### src/rtl/flash_status_pkg.sv
// constants and types shared by the status register logic
package flash_status_pkg;

  // ---------------------------------------------------------------
  // opcodes
  // ---------------------------------------------------------------
  localparam logic [7:0] OP_WRITE_STATUS  = 8'h01;
  localparam logic [7:0] OP_WRITE_STATUS2 = 8'h31;
  localparam logic [7:0] OP_READ_STATUS   = 8'h05;
  localparam logic [7:0] OP_WRITE_ENABLE  = 8'h06;
  localparam logic [7:0] OP_WRITE_DISABLE = 8'h04;
  localparam logic [7:0] OP_SOFT_RESET    = 8'hF0;

  // ---------------------------------------------------------------
  // field positions
  // ---------------------------------------------------------------
  localparam int BUSY_POS       = 0;
  localparam int WEL_POS        = 1;
  localparam int PROTECT_POS    = 2;
  localparam int GUARD_PIN_POS  = 4;
  localparam int LOCK_POS       = 7;
  localparam int PERMIT_POS     = 4;

  // ---------------------------------------------------------------
  // counts and reset values
  // ---------------------------------------------------------------
  localparam logic [2:0] LAST_BIT       = 3'h7;
  localparam logic [1:0] BYTES_OPCODE   = 2'h1;
  localparam logic [1:0] BYTES_WITH_DATA = 2'h2;
  localparam logic [1:0] BYTES_MAX      = 2'h3;
  localparam logic [7:0] STATUS2_RESET  = 8'h00;
  localparam int         SYNC_STAGES    = 2;

  // serial pins as seen by the block
  typedef struct packed {
    logic sck;
    logic cs_n;
    logic si;
    logic guard_n;
  } link_pins_t;

  // command decode states
  typedef enum logic [1:0] {
    ST_IDLE   = 2'b00,
    ST_OPCODE = 2'b01,
    ST_DATA   = 2'b10,
    ST_READ   = 2'b11
  } cmd_state_t;

endpackage : flash_status_pkg

### src/rtl/pin_sync.sv
// two-stage synchroniser for the serial link pins
`timescale 1ns/10ps
`default_nettype none
module pin_sync (
  input  wire logic                         clk,
  input  wire logic                         rst_n,
  input  wire flash_status_pkg::link_pins_t pins_in,
  output var  flash_status_pkg::link_pins_t pins_out
);
  import flash_status_pkg::*;

  localparam int W = $bits(link_pins_t);
  localparam logic [W-1:0] IDLE_LEVEL = 4'hD; // sck 1, cs_n 1, si 0, guard 1

  logic [W-1:0] stage1_reg;
  logic [W-1:0] stage2_reg;

  genvar i;
  generate
    for (i = 0; i < W; i++) begin : g_bit
      always_ff @(posedge clk or negedge rst_n) begin
        if (!rst_n) begin
          stage1_reg[i] <= IDLE_LEVEL[i];
          stage2_reg[i] <= IDLE_LEVEL[i];
        end else begin
          stage1_reg[i] <= pins_in[i];
          stage2_reg[i] <= stage1_reg[i];
        end
      end
    end
  endgenerate

  assign pins_out = stage2_reg;

endmodule : pin_sync
`default_nettype wire

### src/rtl/flash_status_regs.sv
// status bytes, write latch and status write commands of the serial flash
`timescale 1ns/10ps
`default_nettype none
module flash_status_regs (
  input  wire logic CLOCK,
  input  wire logic RST_N,
  input  wire logic SCK,
  input  wire logic CS_N,
  input  wire logic SI,
  input  wire logic GUARD_N,
  input  wire logic OP_BUSY,
  output logic      SO,
  output logic      SO_OE,
  output logic      SOFT_RESET,
  output logic      ARRAY_PROTECTED,
  output logic      WRITE_LATCH,
  output logic      PROTECT_LOCK,
  output logic      RESET_PERMIT
);
  import flash_status_pkg::*;

  // ---------------------------------------------------------------
  // pin synchronisation and edge detection
  // ---------------------------------------------------------------
  link_pins_t pins_raw;
  link_pins_t pins_sync;
  logic       sck_prev_reg;
  logic       cs_prev_reg;

  assign pins_raw = '{sck: SCK, cs_n: CS_N, si: SI, guard_n: GUARD_N};

  pin_sync u_sync (
    .clk      (CLOCK),
    .rst_n    (RST_N),
    .pins_in  (pins_raw),
    .pins_out (pins_sync)
  );

  always_ff @(posedge CLOCK or negedge RST_N) begin
    if (!RST_N) begin
      sck_prev_reg <= 1'b1;
      cs_prev_reg  <= 1'b1;
    end else begin
      sck_prev_reg <= pins_sync.sck;
      cs_prev_reg  <= pins_sync.cs_n;
    end
  end

  logic selected;
  logic sck_rise;
  logic sck_fall;
  logic cs_fall;
  logic cs_rise;

  assign selected = !pins_sync.cs_n;
  assign sck_rise = selected && pins_sync.sck && !sck_prev_reg;
  assign sck_fall = selected && !pins_sync.sck && sck_prev_reg;
  assign cs_fall  = !pins_sync.cs_n && cs_prev_reg;
  assign cs_rise  = pins_sync.cs_n && !cs_prev_reg;

  // ---------------------------------------------------------------
  // serial shifter and byte counting
  // ---------------------------------------------------------------
  logic [2:0] bit_reg;
  logic [1:0] bytes_reg;
  logic [7:0] shift_reg;
  logic [7:0] opcode_reg;
  logic [7:0] data_reg;
  logic [7:0] shift_next;

  assign shift_next = {shift_reg[6:0], pins_sync.si};

  always_ff @(posedge CLOCK or negedge RST_N) begin
    if (!RST_N) begin
      bit_reg   <= '0;
      bytes_reg <= '0;
      shift_reg <= '0;
    end else if (cs_fall) begin
      bit_reg   <= '0;
      bytes_reg <= '0;
      shift_reg <= '0;
    end else if (sck_rise) begin
      shift_reg <= shift_next;
      bit_reg   <= bit_reg + 3'h1;
      if (bit_reg == LAST_BIT && bytes_reg != BYTES_MAX) begin
        bytes_reg <= bytes_reg + 2'h1;
      end
    end
  end

  // only the first two bytes are kept; later bytes are dropped
  always_ff @(posedge CLOCK or negedge RST_N) begin
    if (!RST_N) begin
      opcode_reg <= '0;
      data_reg   <= '0;
    end else if (cs_fall) begin
      opcode_reg <= '0;
      data_reg   <= '0;
    end else if (sck_rise && bit_reg == LAST_BIT) begin
      if (bytes_reg == '0) begin
        opcode_reg <= shift_next;
      end
      if (bytes_reg == BYTES_OPCODE) begin
        data_reg <= shift_next;
      end
    end
  end

  // ---------------------------------------------------------------
  // command state
  // ---------------------------------------------------------------
  cmd_state_t state_reg;
  logic       opcode_done;

  assign opcode_done = bytes_reg != '0;

  always_ff @(posedge CLOCK or negedge RST_N) begin
    if (!RST_N) begin
      state_reg <= ST_IDLE;
    end else if (cs_fall) begin
      state_reg <= ST_OPCODE;
    end else if (cs_rise) begin
      state_reg <= ST_IDLE;
    end else begin
      case (state_reg)
        ST_OPCODE: begin
          if (sck_rise && bit_reg == LAST_BIT) begin
            state_reg <= (shift_next == OP_READ_STATUS) ? ST_READ : ST_DATA;
          end
        end
        ST_DATA:  state_reg <= ST_DATA;
        ST_READ:  state_reg <= ST_READ;
        ST_IDLE:  state_reg <= ST_IDLE;
        default:  state_reg <= ST_IDLE;
      endcase
    end
  end

  // ---------------------------------------------------------------
  // deselect evaluation
  // ---------------------------------------------------------------
  logic lock_reg;
  logic protect_reg;
  logic permit_reg;
  logic wel_reg;
  logic guard_on;
  logic on_boundary;
  logic data_done;
  logic is_wsr1;
  logic is_wsr2;
  logic new_lock;
  logic clear_blocked;

  assign guard_on      = !pins_sync.guard_n;
  assign on_boundary   = bit_reg == '0;
  assign data_done     = bytes_reg >= BYTES_WITH_DATA;
  assign is_wsr1       = cs_rise && opcode_done && opcode_reg == OP_WRITE_STATUS;
  assign is_wsr2       = cs_rise && opcode_done
                         && opcode_reg == OP_WRITE_STATUS2;
  assign new_lock      = data_reg[LOCK_POS];
  assign clear_blocked = guard_on && lock_reg && !new_lock;

  // protection lock and array protect
  always_ff @(posedge CLOCK or negedge RST_N) begin
    if (!RST_N) begin
      lock_reg    <= 1'b0;
      protect_reg <= 1'b0;
    end else if (is_wsr1 && wel_reg && data_done && on_boundary
                 && !OP_BUSY && !clear_blocked) begin
      lock_reg <= new_lock;
      if (!(guard_on && lock_reg)) begin
        protect_reg <= data_reg[PROTECT_POS];
      end
    end
  end

  // reset permit: only the byte-two write touches it
  always_ff @(posedge CLOCK or negedge RST_N) begin
    if (!RST_N) begin
      permit_reg <= STATUS2_RESET[PERMIT_POS];
    end else if (is_wsr2 && wel_reg && data_done && on_boundary
                 && !OP_BUSY) begin
      permit_reg <= data_reg[PERMIT_POS];
    end
  end

  // write latch
  logic full_single;

  assign full_single = cs_rise && bytes_reg == BYTES_OPCODE && on_boundary;

  always_ff @(posedge CLOCK or negedge RST_N) begin
    if (!RST_N) begin
      wel_reg <= 1'b0;
    end else if (is_wsr1 || is_wsr2) begin
      wel_reg <= 1'b0;
    end else if (full_single && opcode_reg == OP_WRITE_DISABLE) begin
      wel_reg <= 1'b0;
    end else if (full_single && opcode_reg == OP_SOFT_RESET
                 && permit_reg) begin
      wel_reg <= 1'b0;
    end else if (full_single && opcode_reg == OP_WRITE_ENABLE
                 && !OP_BUSY) begin
      wel_reg <= 1'b1;
    end
  end

  // soft reset pulse, permitted only by the permit bit
  always_ff @(posedge CLOCK or negedge RST_N) begin
    if (!RST_N) begin
      SOFT_RESET <= 1'b0;
    end else begin
      SOFT_RESET <= full_single && opcode_reg == OP_SOFT_RESET
                    && permit_reg;
    end
  end

  // ---------------------------------------------------------------
  // status readout
  // ---------------------------------------------------------------
  logic [7:0] status1;
  logic [7:0] status2;
  logic [3:0] rd_idx_reg;

  always_comb begin
    status1                = '0;
    status1[LOCK_POS]      = lock_reg;
    status1[GUARD_PIN_POS] = pins_sync.guard_n;
    status1[PROTECT_POS]   = protect_reg;
    status1[WEL_POS]       = wel_reg;
    status1[BUSY_POS]      = OP_BUSY;
    status2                = '0;
    status2[PERMIT_POS]    = permit_reg;
    status2[BUSY_POS]      = OP_BUSY;
  end

  // index counts down through byte one then byte two, then repeats
  always_ff @(posedge CLOCK or negedge RST_N) begin
    if (!RST_N) begin
      rd_idx_reg <= '1;
      SO         <= 1'b0;
      SO_OE      <= 1'b0;
    end else if (state_reg != ST_READ || cs_rise) begin
      rd_idx_reg <= '1;
      SO_OE      <= 1'b0;
    end else if (sck_fall) begin
      rd_idx_reg <= rd_idx_reg - 4'h1;
      SO_OE      <= 1'b1;
      SO         <= rd_idx_reg[3] ? status1[rd_idx_reg[2:0]]
                                  : status2[rd_idx_reg[2:0]];
    end
  end

  // ---------------------------------------------------------------
  // registered status outputs
  // ---------------------------------------------------------------
  always_ff @(posedge CLOCK or negedge RST_N) begin
    if (!RST_N) begin
      ARRAY_PROTECTED <= 1'b0;
      WRITE_LATCH     <= 1'b0;
      PROTECT_LOCK    <= 1'b0;
      RESET_PERMIT    <= 1'b0;
    end else begin
      ARRAY_PROTECTED <= protect_reg;
      WRITE_LATCH     <= wel_reg;
      PROTECT_LOCK    <= lock_reg;
      RESET_PERMIT    <= permit_reg;
    end
  end

endmodule : flash_status_regs
`default_nettype wire

### config.mk
export PLATFORM = sky130hd
export DESIGN_NAME = flash_status_regs
export DESIGN_NICKNAME = d
export VERILOG_FILES = /design/src/rtl/flash_status_pkg.sv /design/src/rtl/pin_sync.sv /design/src/rtl/flash_status_regs.sv
export SDC_FILE = /design/constraint.sdc
export NUM_CORES = 1
export LEC_CHECK = 0
export ABC_AREA = 0
export ABC_CLOCK_PERIOD_IN_PS = 3600
export BUFFER_PORTS_ARGS = -buffer_cell sky130_fd_sc_hd__buf_4
export CORE_ASPECT_RATIO = 1.75
export CORE_MARGIN = 10
export CORE_UTILIZATION = 64
export CTS_CLUSTER_SIZE = 40
export DETAILED_ROUTE_END_ITERATION = 8
export PLACE_DENSITY = 0.83
export SLEW_MARGIN = 40
export SYNTH_ARGS = -nofsm -noshare
export SYNTH_HDL_FRONTEND = slang
export SYNTH_SLANG_ARGS = --single-unit
### constraint.sdc
create_clock -name CLOCK -period 3.6 [get_ports CLOCK]
set_input_delay 0.72 -clock CLOCK [delete_from_list [all_inputs] [get_ports CLOCK]]
set_output_delay 0.72 -clock CLOCK [all_outputs]
set_load 0.03 [all_outputs]
==> key figures, run 1 <==
Routing
  • Routed Antenna Nets: 0
  • Detailed Routing Iterations Pass 1: 4
  • Total number of vias: 1447
  • Drt drc: 0
  • Starting DRT DRC Count: 44
  • DR WL/cell: 16.4 um
  • Final WL: 4140 um
  • Vias per Instance: 5.74

CTS
  • Hold buffers post-CTS: 0
  • CTS tree: done
  • Max Buffers Root-to-Sink: 2
  • Setup bufs post-CTS: 0
  • # resized after CTS: 0
  • Root buffer cell: clkbuf_8
  • Num CTS Buffers: 5
  • Worst skew pair latency: 0.30 ns
  • Htree depth: 2
  • Clk slew on worst S/H paths: 0.09 ns
  • Num Clock Sinks: 50

Worst setup path
  • Worst path required time: 3.79 ns
  • Max stage delay cell, worst path: dfstp_2
  • CP Class: reg2reg
  • Startpoint Class: flop
  • Slowest stage delay, CP: 0.60 ns
  • Max FO, Critical Path: 7
  • Flop-to-flop setup slack: 1.71 ns
  • Critical path, cell by cell: ha_1 > and4bb_2 > o2111a_2 > nand3_1 > mux2_4
  • Crit path DAT: 2.08 ns
  • Reg2Reg Capture Point: protect_reg
  • FF-to-FF path depth: 5
  • RR Startpoint: u_sync.pins_out[2]
  • Worst Setup End Kind: flop

Finish
  • Antenna Cells: 0
  • Fillers: 247
  • Fraction of layout cells with a size suffix above 1: 21.7%
  • Layout area overhead: 12.6%
  • Flip-flop count of the largest register after layout: 8
  • Area of the multi-input gates: 927 um^2
  • Most common cell after layout, fill and taps aside: dfrtp_1
  • Final layout net count: 223
  • Register area: 1270 um^2
  • Commonest non-fill, non-tap cells in the layout: 38 x dfrtp_1, 27 x nor2_1, 21 x mux2i_1

Yosys
  • Cells after Synth: 190
  • Yosys reg bits: 50
  • Synth unique cells: 43
  • Number of synthesized flops with an enable pin: 0
  • Synth Warn #: 0
  • Ys flop type: dfrtp_1
  • Register area share after synthesis: 56.3%
  • Mapped Nets: 207
  • Ys async rst share: 100%
  • Synthesized area: 2250 um^2
  • Post-Syn Area per Cell: 11.8 um^2

Die
  • Starting Density: 66.2%
  • Die ar.: 6380 um^2
  • I/O pin cnt: 14
  • Die Y: 98.5 um
  • FP Rows: 28
  • Die width: 64.8 um
  • Core area: 3400 um^2

Status
  • Status: completed

Run
  • Max Cap Viol: 0

Pwr
  • Pwr Total: 1.15 mW
  • Max VDD drop: 0.366 mV
  • Static Leak: 1.26 nW
  • Pwr Density: 453 nW/um^2

GRT
  • GRT Resource Usage Total: 14.5%
  • First-pass GRT wire length: 7400 um
  • Initial antenna violation count: 0
  • Number of global-route vias before repair: 1573
  • Total gr overflow: 0
  • Largest net degree at the start of global routing: 51

Place
  • Input/output buffers: 13
  • Post-DP HPWL: 3010 um
  • GP Congestion: 0.767

Timing
  • RSZ-0062 raised after global routing: no
  • Worst slew pin tran: 0.598 ns
  • Final setup fails: 0
  • Fmax: 530 MHz
  • Setup TNS Final: 0 ns
  • Final Skew: 0.00549 ns
  • Max-slew violations: 0
  • Crit share post-route: 52.4%
  • Fin crit period: 1.89 ns
  • Rel. slew slack: 60.0%
  • Endpoints failing hold: 0

Hold path
  • Worst Hold Depth: 0
  • Worst Hold Path EP: u_sync.pins_out[3]
  • Worst Hold Class: reg2reg
  • Hold path startpoint: u_sync.stage1_reg[3]
[synth_stat cells (3+ instances only)]
library cell	n	share of area, %
nand2b_1	3	0.83
ha_1	10	5.6
nand3_1	9	2.0
inv_1	10	1.7
a21oi_1	5	1.1
nor2_1	27	4.5
dfrtp_1	38	42
xnor2_1	4	1.6
dfstp_2	12	14
o21ai_0	3	0.67
mux2i_1	21	9.3
clkbuf_1	4	0.67
nand2_1	8	1.3
[area by class of cell]
| class | instances | share of cell area (%) |
|---|---|---|
| multi-input combinational | 125 | 36.6 |
| clock inverter | 2 | 2.37 |
| sequential | 50 | 50.0 |
| inverter | 10 | 1.48 |
| tap | 45 | 2.22 |
| clock buffer | 6 | 3.26 |
| timing repair buffer | 14 | 4.15 |
[power breakdown]
| part | leakage (nW) | internal [mW] | total, mW | switching [mW] |
|---|---|---|---|---|
| combinational | 0.556 | 0.0316 | 0.0806 | 0.0490 |
| sequential | 0.634 | 0.584 | 0.599 | 0.0151 |
| clock | 0.0714 | 0.296 | 0.468 | 0.172 |
| total | 1.26 | 0.911 | 1.15 | 0.236 |
[stage by stage]
step                      area (um^2)  std cells  hold WS [ns]  setup WS [ns]  util [%]
final                            2530        252         0.358           1.71      74.6
after global routing             2530        252         0.364           1.64      74.6
after CTS                        2530        252         0.360           1.71      74.5
after detailed placement         2390        244         0.346           1.71      70.3
after global placement           2390        244         0.345           1.73      70.3
after floorplan                  2250        190         0.331           1.86         -
[worst max path at each step]
stage                             startpoint     endpoint  slack, ns  depth (start not counted)
after global placement               OP_BUSY   permit_reg       1.73                          5
after global routing      u_sync.pins_out[2]  protect_reg       1.64                          5
final                     u_sync.pins_out[2]  protect_reg       1.71                          5
after detailed placement             OP_BUSY  protect_reg       1.71                          5
after CTS                 u_sync.pins_out[2]  protect_reg       1.71                          5
after floorplan           u_sync.pins_out[2]  protect_reg       1.86                          5
[cell families (layout without fill, tap and decap cells)]
kind of cell,after synthesis,count (layout),synth area share [%]
and+or+nand+nor,69,69,17.6
DFF,50,50,56.3
muxes,23,23,10.7
AOI/OAI and AO/OA,19,19,5.67
buffers and inverters,15,32,2.67
adders and majority gates,10,10,5.56
xor gates and xnor gates,4,4,1.56
[routing by layer]
| metal | wire (um) | track usage [%] |
|---|---|---|
| met5 | 0 | 0 |
| met4 | 119 | 7.62 |
| met3 | 117 | 3.63 |
| met2 | 2370 | 26.4 |
| met1 | 1540 | 14.3 |
[critical path, delay by kind of cell (launching register included)]
| family | cells | cell delay (ns) |
|---|---|---|
| AO/OA/AOI/OAI | 1 | 0.25 |
| adder cells (fa/ha/maj) | 1 | 0.25 |
| flip-flops | 1 | 0.60 |
| multiplexers | 1 | 0.31 |
| AND/OR/NAND/NOR | 2 | 0.37 |
(Power assumes the default switching activity.)
==> inputs of run 2 (changes only) <==
--- a/config.mk
+++ b/config.mk
@@ -6,14 +6,14 @@
 export NUM_CORES = 1
 export LEC_CHECK = 0
 export ABC_AREA = 0
-export ABC_CLOCK_PERIOD_IN_PS = 3600
+export ABC_CLOCK_PERIOD_IN_PS = 1600
 export BUFFER_PORTS_ARGS = -buffer_cell sky130_fd_sc_hd__buf_4
 export CORE_ASPECT_RATIO = 1.75
 export CORE_MARGIN = 10
-export CORE_UTILIZATION = 64
+export CORE_UTILIZATION = 53
 export CTS_CLUSTER_SIZE = 40
 export DETAILED_ROUTE_END_ITERATION = 8
-export PLACE_DENSITY = 0.83
+export PLACE_DENSITY = 0.74
 export SLEW_MARGIN = 40
 export SYNTH_ARGS = -nofsm -noshare
 export SYNTH_HDL_FRONTEND = slang
==> constraint.sdc (replaced) <==
create_clock -name CLOCK -period 1.6 [get_ports CLOCK]
set_input_delay 0.32 -clock CLOCK [delete_from_list [all_inputs] [get_ports CLOCK]]
set_output_delay 0.32 -clock CLOCK [all_outputs]
set_load 0.03 [all_outputs]
==> run 2 against run 1 <==
The flow now finishes with violations (negative setup slack). Design area rose by 5.4%. Power rose by 98%. Flip-flop and latch count did not move. Clock power rose by 53%. Sequential share of layout area fell by 2.6 points. Register-to-register slack got worse by 1.8 ns. Global-route usage fell by 2.4 points. Sequential power rose by 120%. Highest routed layer unchanged.
==> key figures, run 2 (synthesized netlist as in run 1, its figures left out) <==
CTS
  • CTS tree: done
  • Max Buffers Root-to-Sink: 2 (unchanged)
  • Root buffer cell: clkbuf_8
  • Num Clock Sinks: 50 (unchanged)
  • Num CTS Buffers: 5 (unchanged)
  • Worst skew pair latency: 0.30 ns (about the same)
  • Hold buffers post-CTS: 0 (unchanged)
  • Htree depth: 2 (unchanged)
  • Clk slew on worst S/H paths: 0.09 ns (about the same)

Finish
  • Fillers: 325 (+32%)
  • Layout area overhead: 18.7%
  • Most common cell after layout, fill and taps aside: dfrtp_1
  • Commonest non-fill, non-tap cells in the layout: 38 x dfrtp_1, 26 x nor2_1, 26 x buf_4
  • Final std cells w/o fill: 270 (+7.1%)
  • Area of the multi-input gates: 1010 um^2 (+8.8%)
  • Final layout net count: 237 (+6.3%)
  • Core Util, Final: 65.0% (-9.6 points)
  • Antenna Cells: 0 (unchanged)
  • Fraction of layout cells with a size suffix above 1: 33.0% (+11 points)
  • Register area: 1270 um^2 (unchanged)
  • Flip-flop count of the largest register after layout: 8 (unchanged)

Pwr
  • Sw Pwr: 0.558 mW (+140%)
  • Pwr Density: 850 nW/um^2 (+88%)
  • Switching Share: 24.5% (+4.0 points)
  • Pwr Total: 2.27 mW (+98%)
  • Clock power share: 31.5% (-9.3 points)
  • Internal: 1.71 mW (+88%)
  • Static Leak: 1.31 nW (+3.7%)
  • Comb pwr share: 9.4% (+2.4 points)
  • Flop pwr share: 59.2% (+7.0 points)
  • Max VDD drop: 0.823 mV (+130%)

Hold path
  • Worst Hold Class: in2async

Run
  • Max Cap Viol: 0 (unchanged)

Timing
  • Final Skew: 0.00484 ns (-0.000653 ns)
  • Max-slew violations: 0 (unchanged)
  • Crit share post-route: 107% (+55 points)
  • Setup TNS Final: -0.262 ns (-0.262 ns)
  • Worst slew pin tran: 0.605 ns (+0.00643 ns)
  • Final worst setup slack: -0.118 ns (-1.83 ns)
  • RSZ-0062 raised after global routing: yes
  • Fin crit period: 1.72 ns (-0.167 ns)
  • Fmax: 582 MHz (+9.7%)
  • Endpoints failing hold: 0 (unchanged)
  • Rel. slew slack: 59.7% (-0.34 points)
  • Final setup fails: 4 (+4)

Routing
  • Highest routed layer: met4
  • Detailed Routing Iterations Pass 1: 4 (unchanged)
  • Met2 wire len: 2490 um (+5.0%)
  • Routed Antenna Nets: 0 (unchanged)
  • Total number of vias: 1530 (+5.7%)
  • Drt drc: 0 (unchanged)
  • Starting DRT DRC Count: 81 (+84%)
  • Final WL: 4470 um (+8.0%)
  • Vias per Instance: 5.67 (-1.3%)
  • DRT met1 WL: 1670 um (+8.5%)
  • DR WL/cell: 16.6 um (+0.82%)
  • WL met3: 145 um (+24%)

Status
  • Failing checks: negative setup slack
  • Status: finished with violations

Die
  • Die width: 69.3 um (+6.8%)
  • Die ar.: 7360 um^2 (+15%)
  • Starting Density: 54.7% (-11 points)
  • Core area: 4110 um^2 (+21%)
  • FP Rows: 31 (+11%)
  • Die Y: 106 um (+7.9%)
  • I/O pin cnt: 14 (unchanged)

Place
  • Post-DP HPWL: 3170 um (+5.4%)
  • Input/output buffers: 13 (unchanged)
  • # placed instances: 259 (+6.1%)
  • GP Congestion: 0.880 (+15%)

Worst setup path
  • FF-to-FF path depth: 5 (unchanged)
  • Crit path DAT: 1.91 ns (-0.17 ns)
  • RR Startpoint: u_sync.pins_out[2]
  • Slowest stage delay, CP: 0.56 ns (-0.04 ns)
  • CP Class: reg2reg
  • Max stage delay cell, worst path: dfstp_2
  • Critical path, cell by cell: ha_4 > and4bb_2 > o2111a_2 > nand3_2 > mux2_4
  • Worst Setup End Kind: flop
  • Worst path required time: 1.79 ns (-2.00 ns)
  • Max FO, Critical Path: 4 (-3)
  • Startpoint Class: flop
  • Flop-to-flop setup slack: -0.12 ns (-1.83 ns)
  • Reg2Reg Capture Point: protect_reg

GRT
  • GRT Resource Usage Total: 12.1% (-2.4 points)
  • Total gr overflow: 0 (unchanged)
  • First-pass GRT wire length: 7390 um (-0.19%)
  • Largest net degree at the start of global routing: 51 (unchanged)
  • Initial antenna violation count: 0 (unchanged)
  • Number of global-route vias before repair: 1624 (+3.2%)
[run 2: layer usage]
| layer | vias to the layer above | global-route usage [%] |
|---|---|---|
| li1 | 721 | - |
| met1 | 764 | 11.7 |
| met2 | 29 | 22.1 |
| met3 | 16 | 3.35 |
| met4 | 0 | 6.94 |
| met5 | - | 0 |
[run 2: cell type report]
| type | count | share of cell area, % |
|---|---|---|
| flip-flops and latches | 50 | 47.4 |
| repair buffers | 28 | 7.91 |
| well taps | 49 | 2.29 |
| clock inverters | 2 | 0.562 |
| multi-input cells | 125 | 37.7 |
| inverters | 10 | 1.40 |
| clock buffers | 6 | 2.72 |
[run 2: worst max-delay path by stage]
stage | startpoint | end
2_1_floorplan | u_sync.pins_out[2] | protect_reg
3_3_place_gp | u_sync.pins_out[2] | permit_reg
3_5_place_dp | u_sync.pins_out[2] | permit_reg
4_1_cts | u_sync.pins_out[2] | permit_reg
5_1_grt | bytes_reg[0] | permit_reg
6_report | u_sync.pins_out[2] | protect_reg
[run 2: power by group through the flow]
stage                     Sequential (mW)  Combinational (mW)  Clock, mW
final                                1.34               0.213      0.715
after global routing                 1.35               0.239      0.795
after CTS                            1.34               0.206      0.733
after detailed placement             1.37               0.202          0
after global placement               1.36               0.192          0
after floorplan                      1.38              0.0910          0
[run 2: through the flow]
step,instance area [um^2],worst slack [ns],hold slack (ns)
finish,2670,-0.118,0.0207
global route,2670,-0.191,0.0645
CTS,2620,-0.116,0.0381
detailed placement,2490,-0.100,0.344
global placement,2490,-0.0521,0.338
floorplan,2270,-0.0714,0.0244
[run 2: worst max-delay path, delay by kind of cell (launching register included)]
family / cells / cell delay, ns
DFF: 1 / 0.56
and+or+nand+nor: 2 / 0.35
muxes: 1 / 0.31
AOI/OAI and AO/OA: 1 / 0.26
adders and majority gates: 1 / 0.13
[run 2: repair_timing]
action	in CTS	in global routing
setup buffers	1	1
endpoints found under the setup margin	6	26
cloned	0	1
pin swaps	3	4
gates resized for setup	5	12
hold endpoints to repair	0	0
==> inputs of run 3 (changes only) <==
--- a/config.mk
+++ b/config.mk
@@ -18,3 +18,4 @@
 export SYNTH_ARGS = -nofsm -noshare
 export SYNTH_HDL_FRONTEND = slang
 export SYNTH_SLANG_ARGS = --single-unit
+export TNS_END_PERCENT = 10
==> run 3 against run 2 <==
The flow still finishes with violations (negative setup slack). Largest power group unchanged. Critical path type unchanged. Critical endpoint unchanged. Global-route usage down 0.11 points. Flip-flop and latch count unchanged. Via count down 2.4%.
==> key figures, run 3 (synthesized netlist as in run 1, its figures left out) <==
Status
  • Status: finished with violations
  • Failing checks: negative setup slack

Routing
  • Final WL: 4310 um (-3.8%)
  • Drt drc: 0 (unchanged)
  • Detailed Routing Iterations Pass 1: 4 (unchanged)
  • Vias per Instance: 5.53 (-2.4%)
  • Total number of vias: 1494 (-2.4%)
  • Starting DRT DRC Count: 63 (-22%)
  • DR WL/cell: 15.9 um (-3.8%)
  • Routed Antenna Nets: 0 (unchanged)

CTS
  • Hold buffers post-CTS: 0 (unchanged)
  • Htree depth: 2 (unchanged)
  • CTS tree: done
  • Num CTS Buffers: 5 (unchanged)
  • Clk slew on worst S/H paths: 0.08 ns (about the same)
  • Root buffer cell: clkbuf_8
  • Num Clock Sinks: 50 (unchanged)
  • Max Buffers Root-to-Sink: 2 (unchanged)
  • Worst skew pair latency: 0.30 ns (about the same)

Worst setup path
  • CP Class: reg2reg
  • Worst path required time: 1.79 ns (about the same)
  • RR Startpoint: bytes_reg[0]
  • Flop-to-flop setup slack: -0.14 ns (-0.02 ns)
  • Worst Setup End Kind: flop
  • Reg2Reg Capture Point: protect_reg
  • FF-to-FF path depth: 6 (+1)
  • Startpoint Class: flop
  • Max FO, Critical Path: 4 (unchanged)
  • Crit path DAT: 1.93 ns (+0.02 ns)

Die
  • Die Y: 106 um (unchanged)
  • Die ar.: 7360 um^2 (unchanged)
  • Starting Density: 54.7% (unchanged)
  • I/O pin cnt: 14 (unchanged)
  • Die width: 69.3 um (unchanged)
  • FP Rows: 31 (unchanged)
  • Core area: 4110 um^2 (unchanged)

Timing
  • Fin crit period: 1.74 ns (+0.0203 ns)
  • Fmax: 575 MHz (-1.2%)
  • Final setup fails: 4 (unchanged)
  • Rel. slew slack: 59.5% (-0.19 points)
  • Setup TNS Final: -0.323 ns (-0.0608 ns)
  • Final worst setup slack: -0.139 ns (-0.0203 ns)
  • Endpoints failing hold: 0 (unchanged)
  • RSZ-0062 raised after global routing: yes
  • Max-slew violations: 0 (unchanged)
  • Worst slew pin tran: 0.607 ns (+0.00282 ns)
  • Final Skew: 0.00532 ns (+0.000477 ns)
  • Crit share post-route: 109% (+1.3 points)

Pwr
  • Max VDD drop: 0.790 mV (-4.0%)
  • Clock power share: 35.5% (+4.0 points)
  • Static Leak: 1.32 nW (+0.68%)
  • Pwr Density: 891 nW/um^2 (+4.8%)
  • Internal: 1.87 mW (+9.1%)
  • Switching Share: 22.2% (-2.4 points)
  • Flop pwr share: 55.9% (-3.3 points)
  • Sw Pwr: 0.533 mW (-4.5%)
  • Comb pwr share: 8.6% (-0.8 points)

Finish
  • Layout area overhead: 19.8%
  • Fraction of layout cells with a size suffix above 1: 30.3% (-2.7 points)
  • Final std cells w/o fill: 270 (unchanged)
  • Most common cell after layout, fill and taps aside: dfrtp_1
  • Core Util, Final: 65.6% (+0.58 points)
  • Flip-flop count of the largest register after layout: 8 (unchanged)
  • Antenna Cells: 0 (unchanged)
  • Final layout net count: 237 (unchanged)
  • Commonest non-fill, non-tap cells in the layout: 38 x dfrtp_1, 27 x buf_4, 26 x nor2_1

Place
  • # placed instances: 260 (+0.39%)
  • Post-DP HPWL: 3150 um (-0.67%)
  • GP Congestion: 0.852 (-3.1%)
  • Input/output buffers: 13 (unchanged)

GRT
  • M2 GR Usage: 20.5% (-1.6 points)
  • Global Route met1 Usage: 12.5% (+0.80 points)
  • First-pass GRT wire length: 7300 um (-1.2%)
  • Total gr overflow: 0 (unchanged)
  • Met3 usage: 3.07% (-0.28 points)
  • Busiest grt layer: met2
  • Largest net degree at the start of global routing: 51 (unchanged)
  • Number of global-route vias before repair: 1603 (-1.3%)
  • Initial antenna violation count: 0 (unchanged)
  • GRT Resource Usage Total: 12.0% (-0.11 points)

Hold path
  • Worst Hold Class: in2async

Run
  • Max Cap Viol: 0 (unchanged)
## run 3: cell types whose count changed in the layout (fill, tap and decap cells not counted), sizes merged
cell	delta
clkbuf	+1
clkinvlp	-2
bufinv	+1
## run 3: per-stage QoR
stage	hold WS [ns]	cell area [um^2]	setup WS (ns)	power, mW
final	0.0190	2700	-0.139	2.40
after global routing	0.0633	2700	-0.168	2.52
after CTS	0.0454	2620	-0.128	2.42
after detailed placement	0.336	2500	-0.115	1.57
after global placement	0.337	2500	-0.0542	1.56
after floorplan	0.0244	2260	-0.0714	1.47
## run 3: timing repair
item	in CTS	in global routing
setup endpoints to repair	12	29
resized for setup	3	11
pin swaps	1	7
buffers inserted	0	2
## run 3: how the worst max path moves through the flow
stage                             from  cells past startpoint     endpoint  slack [ns]
global placement    u_sync.pins_out[2]                      5  protect_reg       -0.05
detailed placement  u_sync.pins_out[2]                      5  protect_reg       -0.12
finish                    bytes_reg[0]                      6  protect_reg       -0.14
CTS                 u_sync.pins_out[2]                      5   permit_reg       -0.13
floorplan           u_sync.pins_out[2]                      5  protect_reg       -0.07
global route              bytes_reg[0]                      6  protect_reg       -0.17
## run 3: layout make-up
class,count,area [um^2]
clock buffers,7,76.3
clock inverters,1,30.0
fillers,328,1420
inverters,10,37.5
multi-input cells,125,1010
flip-flops and latches,50,1270
well taps,49,61.3
repair buffers,28,214
## run 3: critical path, cell delays in order, from the launching register on
cell      delay, ns
dfrtp_1        0.37
inv_1          0.07
ha_1           0.22
and4bb_2       0.31
o2111a_2       0.26
nand3_2        0.10
mux2_4         0.31
## run 3: per-layer routing
metal,vias up,part of all wire (%)
met1,732,39
met4,0,4.2
li1,723,-
met3,12,3.5
met2,27,53
met5,-,0
## run 3: power by group through the flow
stage | registers (mW) | clock network, mW | logic, mW
2_1_floorplan | 1.38 | 0 | 0.0904
5_1_grt | 1.35 | 0.933 | 0.234
6_report | 1.34 | 0.852 | 0.207
4_1_cts | 1.34 | 0.878 | 0.205
3_5_place_dp | 1.37 | 0 | 0.204
3_3_place_gp | 1.36 | 0 | 0.193
